$ cat src/pkg/sgc_pkg.sv
// Function
// - Reserve bit and multi-queue on: 48 buffers per port for queues 3 to 1.
// - Reserve off or single queue: 48 buffers per port shared by all queues.
// - Bit 7 of 0x05 turns 802.1Q VLAN forwarding on; resets to zero.
// - Bit 6 of 0x05 enables IGMP snooping; IGMP packets go to the MII port.
// - Bits 5 and 4 of 0x05 enable MLD snooping and its option; reset zero.
// - Fair queue bit clear: strict priority, higher queue always sent first.
// - Weighted fair queuing with all queues busy shares bandwidth 8:4:2:1.
// - Empty queues weigh zero; highest non-empty queue gains one more unit.
// - Sniff mode one: mirror only if source and destination both match.
// - Sniff mode zero (default): mirror if source or destination matches.
// - Bit 6 of 0x06 sets MII half duplex; default from pulled-down strap.
// - Bit 5 of 0x06 enables MII flow control; default from a strap pin.
package sgc_pkg;

  // Register offsets on the management port.
  localparam logic [7:0] SGC_ADDR_BUF = 8'h04;
  localparam logic [7:0] SGC_ADDR_FWD = 8'h05;
  localparam logic [7:0] SGC_ADDR_MODE = 8'h06;

  // Field positions.
  localparam int SGC_BIT_PBR = 0;
  localparam int SGC_BIT_VLAN = 7;
  localparam int SGC_BIT_IGMP = 6;
  localparam int SGC_BIT_MLD = 5;
  localparam int SGC_BIT_MLD_OPT = 4;
  localparam int SGC_BIT_WFQ = 3;
  localparam int SGC_BIT_SNIFF = 0;
  localparam int SGC_BIT_REPEAT = 7;
  localparam int SGC_BIT_HDX = 6;
  localparam int SGC_BIT_FC = 5;

  // Reset values; the strap fields are overwritten just after release.
  localparam logic [7:0] SGC_BUF_RST = 8'h01;
  localparam logic [7:0] SGC_FWD_RST = 8'h00;
  localparam logic [7:0] SGC_MODE_RST = 8'h00;
  localparam logic [7:0] SGC_BUF_MASK = 8'h01;
  localparam logic [7:0] SGC_MODE_MASK = 8'he0;
  localparam logic [7:0] SGC_UNMAPPED = 8'h00;

  // Buffer allocation and scheduler weights.
  localparam logic [5:0] SGC_BUF_PER_PORT = 6'h30;
  localparam int SGC_NUM_Q = 4;
  localparam logic [15:0] SGC_WEIGHTS = 16'h8421;
  localparam logic [3:0] SGC_W_BONUS = 4'h1;

  typedef struct packed {
    logic wr;
    logic rd;
    logic [7:0] addr;
    logic [7:0] data;
  } sgc_reg_req_type;

  typedef struct packed {
    logic vlan_en;
    logic igmp_snoop;
    logic mld_snoop;
    logic mld_option;
    logic wfq_en;
    logic sniff_and;
    logic repeater;
    logic mii_half_duplex;
    logic mii_flow_ctl;
  } sgc_cfg_type;

endpackage

$ cat src/verilog/sgc_wfq_arb.sv
`timescale 1ns/10ps
`default_nettype none
module sgc_wfq_arb
  import sgc_pkg::*;
(
  // Clock and reset.
  input wire logic core_clk,
  input wire logic rst,
  // Scheduling control.
  input wire logic wfq_en,
  input wire logic [3:0] queue_nonempty,
  input wire logic tx_slot,
  // Grant.
  output logic [3:0] grant,
  output logic grant_valid
);

  logic [3:0] credit [SGC_NUM_Q];
  logic [3:0] next_credit [SGC_NUM_Q];
  logic [3:0] next_grant;
  logic next_grant_valid;

  // Index of the highest set bit; queue 3 is the top priority queue.
  function automatic logic [1:0] top_of(input logic [3:0] v);
    top_of = 2'h0;
    for (int i = 0; i < SGC_NUM_Q; i++)
    begin
      if (v[i]) top_of = 2'(i);
    end
  endfunction

  // Weight of one queue for a new round, given which queues are busy.
  function automatic logic [3:0] weight_of(input logic [3:0] ne,
                                           input int q);
    weight_of = ne[q] ? SGC_WEIGHTS[q*4 +: 4] : 4'h0;
    if (ne != 4'hf && ne[q] && top_of(ne) == 2'(q))
      weight_of = weight_of + SGC_W_BONUS;
  endfunction

  // A round serves the top queue first until its credit runs out, so each
  // round yields the weight ratio; a new round starts when no busy queue has credit left.
  always_comb
  begin
    logic [3:0] elig;
    logic [1:0] pick;
    elig = 4'h0;
    pick = 2'h0;
    next_credit = credit;
    next_grant = 4'h0;
    next_grant_valid = 1'b0;
    for (int i = 0; i < SGC_NUM_Q; i++)
      elig[i] = queue_nonempty[i] && credit[i] != 4'h0;
    if (tx_slot && queue_nonempty != 4'h0)
    begin
      next_grant_valid = 1'b1;
      if (!wfq_en)
      begin
        pick = top_of(queue_nonempty);
      end
      else if (elig == 4'h0)
      begin
        for (int i = 0; i < SGC_NUM_Q; i++)
          next_credit[i] = weight_of(queue_nonempty, i);
        pick = top_of(queue_nonempty);
        next_credit[pick] = next_credit[pick] - 4'h1;
      end
      else
      begin
        pick = top_of(elig);
        next_credit[pick] = credit[pick] - 4'h1;
      end
      next_grant[pick] = 1'b1;
    end
  end

  // Registered grant and credits.
  always_ff @(posedge core_clk or posedge rst)
  begin
    if (rst)
    begin
      for (int i = 0; i < SGC_NUM_Q; i++)
        credit[i] <= 4'h0;
      grant <= 4'h0;
      grant_valid <= 1'b0;
    end
    else
    begin
      credit <= next_credit;
      grant <= next_grant;
      grant_valid <= next_grant_valid;
    end
  end
endmodule // sgc_wfq_arb
`default_nettype wire

$ cat src/verilog/sgc_global_ctrl.sv
`timescale 1ns/10ps
`default_nettype none
module sgc_global_ctrl
  import sgc_pkg::*;
(
  // Clock and reset.
  input wire logic core_clk,
  input wire logic rst,
  // Management register port.
  input wire sgc_reg_req_type reg_req,
  output logic [7:0] reg_rd_data,
  // Strap pins, sampled around reset.
  input wire logic duplex_strap_pin,
  input wire logic flow_ctl_strap_pin,
  // Queue manager.
  input wire logic multi_queue_en,
  output logic buf_hi_reserved,
  output logic [5:0] buf_quota,
  input wire logic [3:0] queue_nonempty,
  input wire logic tx_slot,
  output logic [3:0] queue_grant,
  output logic queue_grant_valid,
  // Mirroring.
  input wire logic pkt_valid,
  input wire logic src_port_match,
  input wire logic dst_port_match,
  output logic mirror_pkt,
  // Forwarding configuration.
  output sgc_cfg_type cfg
);

  logic [7:0] buf_reg;
  logic [7:0] fwd_reg;
  logic [7:0] mode_reg;
  logic [7:0] next_buf_reg;
  logic [7:0] next_fwd_reg;
  logic [7:0] next_mode_reg;
  logic [7:0] next_rd_data;
  logic strap_done;
  logic dup_meta;
  logic dup_sync;
  logic fc_meta;
  logic fc_sync;
  logic next_hi_reserved;
  logic next_mirror;

  // Strap synchronisers carry no reset so they keep sampling the pins
  // while reset is held; their result is taken on the first edge after.
  always_ff @(posedge core_clk)
  begin
    dup_meta <= duplex_strap_pin;
    dup_sync <= dup_meta;
    fc_meta <= flow_ctl_strap_pin;
    fc_sync <= fc_meta;
  end

  // Register writes and the one-time strap load.
  always_comb
  begin
    next_buf_reg = buf_reg;
    next_fwd_reg = fwd_reg;
    next_mode_reg = mode_reg;
    if (!strap_done)
    begin
      next_mode_reg[SGC_BIT_HDX] = dup_sync;
      next_mode_reg[SGC_BIT_FC] = fc_sync;
    end
    else if (reg_req.wr)
    begin
      // Written values stay until the next write or reset.
      unique case (reg_req.addr)
        SGC_ADDR_BUF: next_buf_reg = reg_req.data & SGC_BUF_MASK;
        SGC_ADDR_FWD: next_fwd_reg = reg_req.data;
        SGC_ADDR_MODE: next_mode_reg = reg_req.data & SGC_MODE_MASK;
        default: next_buf_reg = buf_reg;
      endcase
    end
  end

  // Read data; unmapped addresses and absent bits of 0x04 and 0x06 read as zero.
  always_comb
  begin
    next_rd_data = reg_rd_data;
    if (reg_req.rd)
    begin
      unique case (reg_req.addr)
        SGC_ADDR_BUF: next_rd_data = buf_reg;
        SGC_ADDR_FWD: next_rd_data = fwd_reg;
        SGC_ADDR_MODE: next_rd_data = mode_reg;
        default: next_rd_data = SGC_UNMAPPED;
      endcase
    end
  end

  // Register file state.
  always_ff @(posedge core_clk or posedge rst)
  begin
    if (rst)
    begin
      buf_reg <= SGC_BUF_RST;
      fwd_reg <= SGC_FWD_RST;
      mode_reg <= SGC_MODE_RST;
      strap_done <= 1'b0;
      reg_rd_data <= SGC_UNMAPPED;
    end
    else
    begin
      buf_reg <= next_buf_reg;
      fwd_reg <= next_fwd_reg;
      mode_reg <= next_mode_reg;
      strap_done <= 1'b1;
      reg_rd_data <= next_rd_data;
    end
  end

  // Configuration fans out straight from the register bits.
  assign cfg.vlan_en = fwd_reg[SGC_BIT_VLAN];
  assign cfg.igmp_snoop = fwd_reg[SGC_BIT_IGMP];
  assign cfg.mld_snoop = fwd_reg[SGC_BIT_MLD];
  assign cfg.mld_option = fwd_reg[SGC_BIT_MLD_OPT];
  assign cfg.wfq_en = fwd_reg[SGC_BIT_WFQ];
  assign cfg.sniff_and = fwd_reg[SGC_BIT_SNIFF];
  assign cfg.repeater = mode_reg[SGC_BIT_REPEAT];
  assign cfg.mii_half_duplex = mode_reg[SGC_BIT_HDX];
  assign cfg.mii_flow_ctl = mode_reg[SGC_BIT_FC];

  // Reservation only means something with several queues; the per-port
  // count is the same either way, only its users change.
  always_comb
  begin
    next_hi_reserved = buf_reg[SGC_BIT_PBR] && multi_queue_en;
    next_mirror = 1'b0;
    if (pkt_valid)
    begin
      if (fwd_reg[SGC_BIT_SNIFF])
        next_mirror = src_port_match && dst_port_match;
      else
        next_mirror = src_port_match || dst_port_match;
    end
  end

  // Registered queue and mirror decisions.
  always_ff @(posedge core_clk or posedge rst)
  begin
    if (rst)
    begin
      buf_hi_reserved <= 1'b0;
      mirror_pkt <= 1'b0;
    end
    else
    begin
      buf_hi_reserved <= next_hi_reserved;
      mirror_pkt <= next_mirror;
    end
  end

  assign buf_quota = SGC_BUF_PER_PORT;

  // Egress scheduler.
  sgc_wfq_arb u_arb (
    .core_clk(core_clk),
    .rst(rst),
    .wfq_en(fwd_reg[SGC_BIT_WFQ]),
    .queue_nonempty(queue_nonempty),
    .tx_slot(tx_slot),
    .grant(queue_grant),
    .grant_valid(queue_grant_valid)
  );
endmodule // sgc_global_ctrl
`default_nettype wire

$ cat config.mk
export PLATFORM = sky130hd
export DESIGN_NAME = sgc_global_ctrl
export DESIGN_NICKNAME = d
export VERILOG_FILES = /design/src/pkg/sgc_pkg.sv /design/src/verilog/sgc_wfq_arb.sv /design/src/verilog/sgc_global_ctrl.sv
export SDC_FILE = /design/constraint.sdc
export NUM_CORES = 1
export LEC_CHECK = 0
export BUFFER_PORTS_ARGS = -buffer_cell sky130_fd_sc_hd__buf_2
export CORE_ASPECT_RATIO = 0.5
export CORE_MARGIN = 4
export CORE_UTILIZATION = 44
export DETAILED_ROUTE_END_ITERATION = 10
export HOLD_SLACK_MARGIN = 0.03
export PLACE_DENSITY = 0.72
export SETUP_SLACK_MARGIN = 0.02
export SLEW_MARGIN = 20
export SYNTH_ARGS = -nofsm -noshare
export SYNTH_HDL_FRONTEND = slang
export SYNTH_SLANG_ARGS = --single-unit
$ cat constraint.sdc
create_clock -name core_clk -period 4.35 [get_ports core_clk]
set_input_delay 0.2175 -clock core_clk [delete_from_list [all_inputs] [get_ports core_clk]]
set_output_delay 0.2175 -clock core_clk [all_outputs]
set_load 0.005 [all_outputs]
== Yosys cells after proc, flatten, opt, wreduce, memory -nomap -nowiden ==
Index checks and enable logic that the tools add are counted.

* $add $sub $neg: 6
* $lt $le $gt $ge: 6
* Eq/ne operators: 9
* Muxes and demuxes: 58
* Bitwise gates (word level): 2
* Reductions and logical operators: 31

{| class="wikitable"
|+ Operators with widths
! cell !! count
|-
| $mux 4 || 24
|-
| $bwmux 16 || 2
|-
| $mux 2 || 15
|-
| $eq 8x3->1 const B || 3
|-
| $pmux 8 s3 || 1
|-
| $reduce_bool 4->1 || 5
|-
| $logic_and 1x1->1 || 18
|-
| $add 4x1->4 const B || 4
|-
| $bmux 4 s2 || 2
|-
| $demux 4 s2 || 2
|-
| $mux 16 || 1
|-
| $mux 7 || 2
|-
| $reduce_and 3->1 || 3
|-
| $sub 4x1->4 const B || 2
|-
| $mux 1 || 7
|-
| $ge 3x3->1 const B || 2
|-
| $lt 3x1->1 const B || 2
|-
| $not 2->3 || 2
|-
| $eq 2x2->1 const B || 2
|-
| $logic_not 4->1 || 1
|-
| $ne 4x4->1 const B || 1
|-
| $reduce_and 2->1 || 2
|-
| $lt 2x3->1 const B || 1
|-
| $mux 3 || 1
|-
| 7 further kinds || 7
|}

* Register bits after elaboration: 48
* Bits of input ports: 31
* Output and inout port bits: 30
* Word-level logic and storage cells: 130

== Longest topological paths before layout ==
* Depth in word-level cells: 18
* Mapped depth: 10
* Gate-level depth less buffers: 9

== Hierarchy ==
A second synthesis with hierarchy kept.

* Cells, all modules: 258
* Area total of the unflattened synthesis: 2682.6 µm²

{| class="wikitable"
|+ By module, submodules not included
! module !! times used !! cells each !! area an instance (µm²) !! seq. area each (µm²)
|-
| sgc_wfq_arb || 1 || 156 || 1485.2 || 525.5
|-
| sgc_global_ctrl || 1 || 102 || 1197.4 || 656.9
|}

== Least setup slack after synthesis ==
OpenSTA, ideal clock, no wires.

* Path type: reg-to-reg
* Start: register u_arb.credit[8] (netlist bit)
* End: register u_arb.credit[1] (netlist bit)
* Setup time: 121 ps
* Arrival time: 1923 ps
* Data required time: 4229 ps
* Path slack: 2306 ps
* Stages on the path, launching flop included: 8
* Buffers on the path: 0
* Clock period less this slack: 2044 ps
* Cell sequence: dfrtp_1 -> o41ai_4 -> nand3_1 -> a21oi_1 -> a21oi_1 -> ha_1 -> o32ai_1 -> a22o_1

* Word-level cells in the longest chain between the ends: 15
* Elaborated cells on any way between the ends: 21
* Those cells by class: add/sub (1); order compare (2); mux (13); bitwise (1); reduce/logical (4)

{| class="wikitable"
|+ RTL lines
! element !! line !! text
|-
| from (decl) || sgc_wfq_arb.sv:18 || <nowiki>logic [3:0] credit [SGC_NUM_Q];</nowiki>
|-
| from (signal assigned) || sgc_wfq_arb.sv:88 || <nowiki>credit <= next_credit;</nowiki>
|-
| $reduce_bool 4->1 || sgc_wfq_arb.sv:52 || <nowiki>elig[i] = queue_nonempty[i] && credit[i] != 4'h0;</nowiki>
|-
| $logic_and 1x1->1 || sgc_wfq_arb.sv:52 ||
|-
| $mux 1 || sgc_wfq_arb.sv:28 || <nowiki>if (v[i]) top_of = 2'(i);</nowiki>
|-
| $mux 2 (2 in series) || sgc_wfq_arb.sv:28 ||
|-
| $mux 2 || sgc_wfq_arb.sv:60 || <nowiki>else if (elig == 4'h0)</nowiki>
|-
| $mux 2 || sgc_wfq_arb.sv:56 || <nowiki>if (!wfq_en)</nowiki>
|-
| $mux 2 || sgc_wfq_arb.sv:53 || <nowiki>if (tx_slot && queue_nonempty != 4'h0)</nowiki>
|-
| $not 2->3 (implied by the code) || sgc_wfq_arb.sv:70 || <nowiki>next_credit[pick] = credit[pick] - 4'h1;</nowiki>
|-
| $bmux 4 s2 (tied with other cells) || sgc_wfq_arb.sv:70 ||
|-
| $mux 4 (implied by the code) / $logic_and 1x1->1 (equally long branches) || sgc_wfq_arb.sv:70 ||
|-
| $mux 4 (implied by the code) || sgc_wfq_arb.sv:70 ||
|-
| $sub 4x1->4 / $demux 4 s2 (equally long branches) || sgc_wfq_arb.sv:70 ||
|-
| $bwmux 16 || sgc_wfq_arb.sv:70 ||
|-
| $mux 16 (*) || sgc_wfq_arb.sv:60 ||
|}

Mark *: on every way between the ends. The rest lies on a longest branch, timed or not. The select of a mux whose other input is x is not followed.
A chain may end at the register's enable or synchronous reset.

== Worst setup path after layout ==
* Start: register u_arb.credit[4] (netlist bit)
* End: register u_arb.credit[6] (netlist bit)

* Word-level cells in the longest chain between the ends: 14
* Elaborated cells on any way between the ends: 20
* Those cells by class: add/sub (1); order compare (2); mux (12); bitwise (1); reduce/logical (4)

{| class="wikitable"
|+ RTL lines
! element !! line
|-
| $reduce_bool 4->1 || sgc_wfq_arb.sv:52
|-
| $logic_and 1x1->1 || sgc_wfq_arb.sv:52
|-
| $mux 2 (2 in series) || sgc_wfq_arb.sv:28
|-
| $mux 2 || sgc_wfq_arb.sv:60
|-
| $mux 2 || sgc_wfq_arb.sv:56
|-
| $mux 2 || sgc_wfq_arb.sv:53
|-
| $not 2->3 (implied by the code) || sgc_wfq_arb.sv:70
|-
| $bmux 4 s2 (tied with other cells) || sgc_wfq_arb.sv:70
|-
| $mux 4 (implied by the code) / $logic_and 1x1->1 (equally long branches) || sgc_wfq_arb.sv:70
|-
| $mux 4 (implied by the code) || sgc_wfq_arb.sv:70
|-
| $sub 4x1->4 / $demux 4 s2 (equally long branches) || sgc_wfq_arb.sv:70
|-
| $bwmux 16 || sgc_wfq_arb.sv:70
|-
| $mux 16 (*) || sgc_wfq_arb.sv:60
|}

Marked as above.

==> run summary <==
Outcome -> completed
Critical Path AT -> 2.63 ns
WL final -> 6190 um
Post_cts resized -> 0
Die area -> 7310 sq um
Cells along the critical path -> o41ai_1 > o21ai_1 > a21oi_1 > a21oi_1 > ha_1 > inv_1 > xnor2_1 > o22ai_1 > a21oi_1
Max cap viols -> 0
Area Overhead vs Synth -> 16.1%
Number of DRC markers in iteration 0 -> 273
Number of port buffers -> 54
Fmax -> 414 MHz
Mapped cell area -> 2610 sq um
LEAKAGE -> 1.45 nW
Gr ovfl total -> 0
Tightest Pin Transition -> 0.595 ns
Die height -> 62.5 um
Worst IR Drop VDD -> 0.190 mV
N_diodes -> 0
Period utilisation layout -> 0.555
RSZ-0062 raised after global routing -> false
Initial core utilization -> 0.466
Netlist cell types -> 59
Hold slack -> 0.0591 ns
Post-DRT Antenna Nets -> 0
Yosys top cell area share -> 0.412
Pwr Density -> 419 nW/um^2
Die width -> 117 um
Core area -> 5610 sq um
Post-route DRC violation count -> 0
Critical path type -> flop to flop
Ranking of synthesized cells by area -> dfrtp_1, mux2_2, o21ai_0, buf_4, a21oi_1
DP Area -> 2860 sq um
Vias -> 2208
Yosys top cell by area -> dfrtp_1
First-pass GRT wire length -> 10400 um
Hold Fails Final Rpt -> 0
Vias in the first global route -> 2135
Wire per inst -> 16.0 um
Nets -> 346
Clk_lat worst skew -> 0.29 ns
Syn_area_per_cell -> 9.90 sq um
Gpl congestion -> 0.868
Post-synth EDFFs -> 0
Hpwl dp -> 4430 um
Mapped Cells -> 264
Largest net degree at the start of global routing -> 45
Total track usage -> 0.176
Post-synth top flop -> dfrtp_1
Antenna violations before repair -> 0
Fin Clk Skew -> 0.00689 ns
Headroom to the max-slew limit -> 0.602
Crit path launch type -> flop
Share of cells above drive strength 1 -> 0.284
I/O pins -> 61
CTS clk-pin slew, worst paths -> 0.07 ns
Crit path largest cell delay -> 0.59 ns
Max-slew violations -> 0
Vias per cell -> 5.72
Fin crit period -> 2.41 ns
Seq/Total Area, Yosys -> 0.452
Yosys Warn Count -> 0
TNS Setup -> 0 ns
Finish-stage setup viols -> 0
Clk root buf -> clkbuf_16
Slack of the worst reg-to-reg path -> 1.94 ns
Router iterations before antenna repair -> 4
CP most frequent cell -> a21oi_1
HP Class -> input pin to async pin
Ys async rst share -> 0.917
Max FFs per register -> 16
WP data required -> 4.57 ns
Maximum root-to-sink buffer count -> 2
Number of H-tree levels -> 2
Design Area, Final -> 3040 sq um
Slowest cell on crit path -> o41ai_1
Row cnt -> 19
Crit end category -> flop
Fillers -> 510
CTS Buf Count -> 5
Register area -> 1180 sq um
CP Max Fanout -> 6
CTS tree -> built
Multi-input combinational cell area -> 1280 sq um
Clock Sinks -> 48
Post-synthesis register bit count -> 48
-- path summary, 6_finish.rpt --
check	from	end	depth (start not counted)
setup / recovery	u_arb.credit[4]$_DFFE_PP0P_	u_arb.credit[6]$_DFFE_PP0P_	9
hold / removal	rst	reg_rd_data[4]$_DFFE_PP0P_	3
setup reg to reg	u_arb.credit[4]$_DFFE_PP0P_	u_arb.credit[6]$_DFFE_PP0P_	9
hold reg to reg	dup_meta$_DFF_P_	dup_sync$_DFF_P_	0
max in group asynchronous	rst	u_arb.credit[4]$_DFFE_PP0P_	3
min in group core_clk	pkt_valid	mirror_pkt$_DFF_PP0_	2
-- cell type report --
class,instances,share of cell area
repair buffers,57,0.0981
well taps,73,0.0301
flip-flops and latches,48,0.390
clock inverters,2,0.00453
inverters,9,0.0111
clock buffers,6,0.0458
multi-input cells,191,0.421
-- routing by layer --
metal / track usage / part of all wire
met2: 0.278 / 0.46
met4: 0.0644 / 0.022
met5: 0 / 0
met3: 0.0329 / 0.069
met1: 0.241 / 0.45
-- Yosys cell counts (5+ instances only) --
cell type and count:
nand2_1 24, o21ai_0 21, nand3_1 10, inv_1 9
a21oi_1 18, dfrtp_1 43, mux2_2 14, buf_4 13
nor2_1 20, nor3_1 5
-- worst max-delay path: cells and delay by family (launching register included) --
family | cells | cell delay [ns]
fa+ha+maj | 1 | 0.22
compound gates | 6 | 1.40
buf+inv | 1 | 0.10
xor+xnor | 1 | 0.20
flops | 1 | 0.43
-- kinds of logic (layout without fill, tap and decap cells) --
| logic type | count (synthesis) | count (layout) | share of synthesized area |
|---|---|---|---|
| XOR/XNOR | 2 | 2 | 0.00670 |
| buffers and inverters | 30 | 74 | 0.0661 |
| AO/OA/AOI/OAI | 76 | 76 | 0.214 |
| flip-flops | 48 | 48 | 0.452 |
| other | 2 | 7 | 0.00287 |
| multiplexers | 18 | 18 | 0.0756 |
| adder cells (fa/ha/maj) | 3 | 3 | 0.0144 |
| AND/OR/NAND/NOR | 85 | 85 | 0.169 |
-- power by group --
group,internal (W),switching [W]
Combinational,0.000130,0.000213
Sequential,0.000478,0.0000479
Clock,0.000230,0.000171
Total,0.000839,0.000432
-- stage by stage --
stage          utilization  cells  power (W)  setup WS [ns]
5_1_grt              0.541    386    0.00134           1.81
3_5_place_dp         0.510    376   0.000870           1.99
3_3_place_gp         0.510    376   0.000865           2.11
4_1_cts              0.541    386    0.00127           1.96
6_report             0.541    386    0.00127           1.94
2_1_floorplan            -    269   0.000785           2.31
-- layout by cell type (no fill, tap or decap), types with 3 or more instances in the layout --
| cell | count |
|---|---|
| dfrtp_1 | 43 |
| inv_1 | 9 |
| nor4_1 | 4 |
| o22ai_1 | 3 |
| nor3_1 | 5 |
| clkbuf_16 | 5 |
| buf_2 | 54 |
| and2_1 | 4 |
| or3_1 | 3 |
| o21ai_0 | 21 |
| a21oi_1 | 18 |
| nand2_1 | 24 |
| mux2_2 | 14 |
| ha_1 | 3 |
| o21ai_1 | 4 |
| nand3_1 | 10 |
| mux2i_1 | 4 |
| a32oi_1 | 3 |
| a22oi_1 | 3 |
| conb_1 | 7 |
| nor2_1 | 20 |
| dfxtp_1 | 4 |
-- timing repair --
item / 4_1_cts / 5_1_grt
endpoints found under the hold margin: 2 / 0
setup buffers: 0 / 0
hold buffers: 2 / 0
endpoints found under the setup margin: 0 / 0
Power figures use the tool's default switching activity.
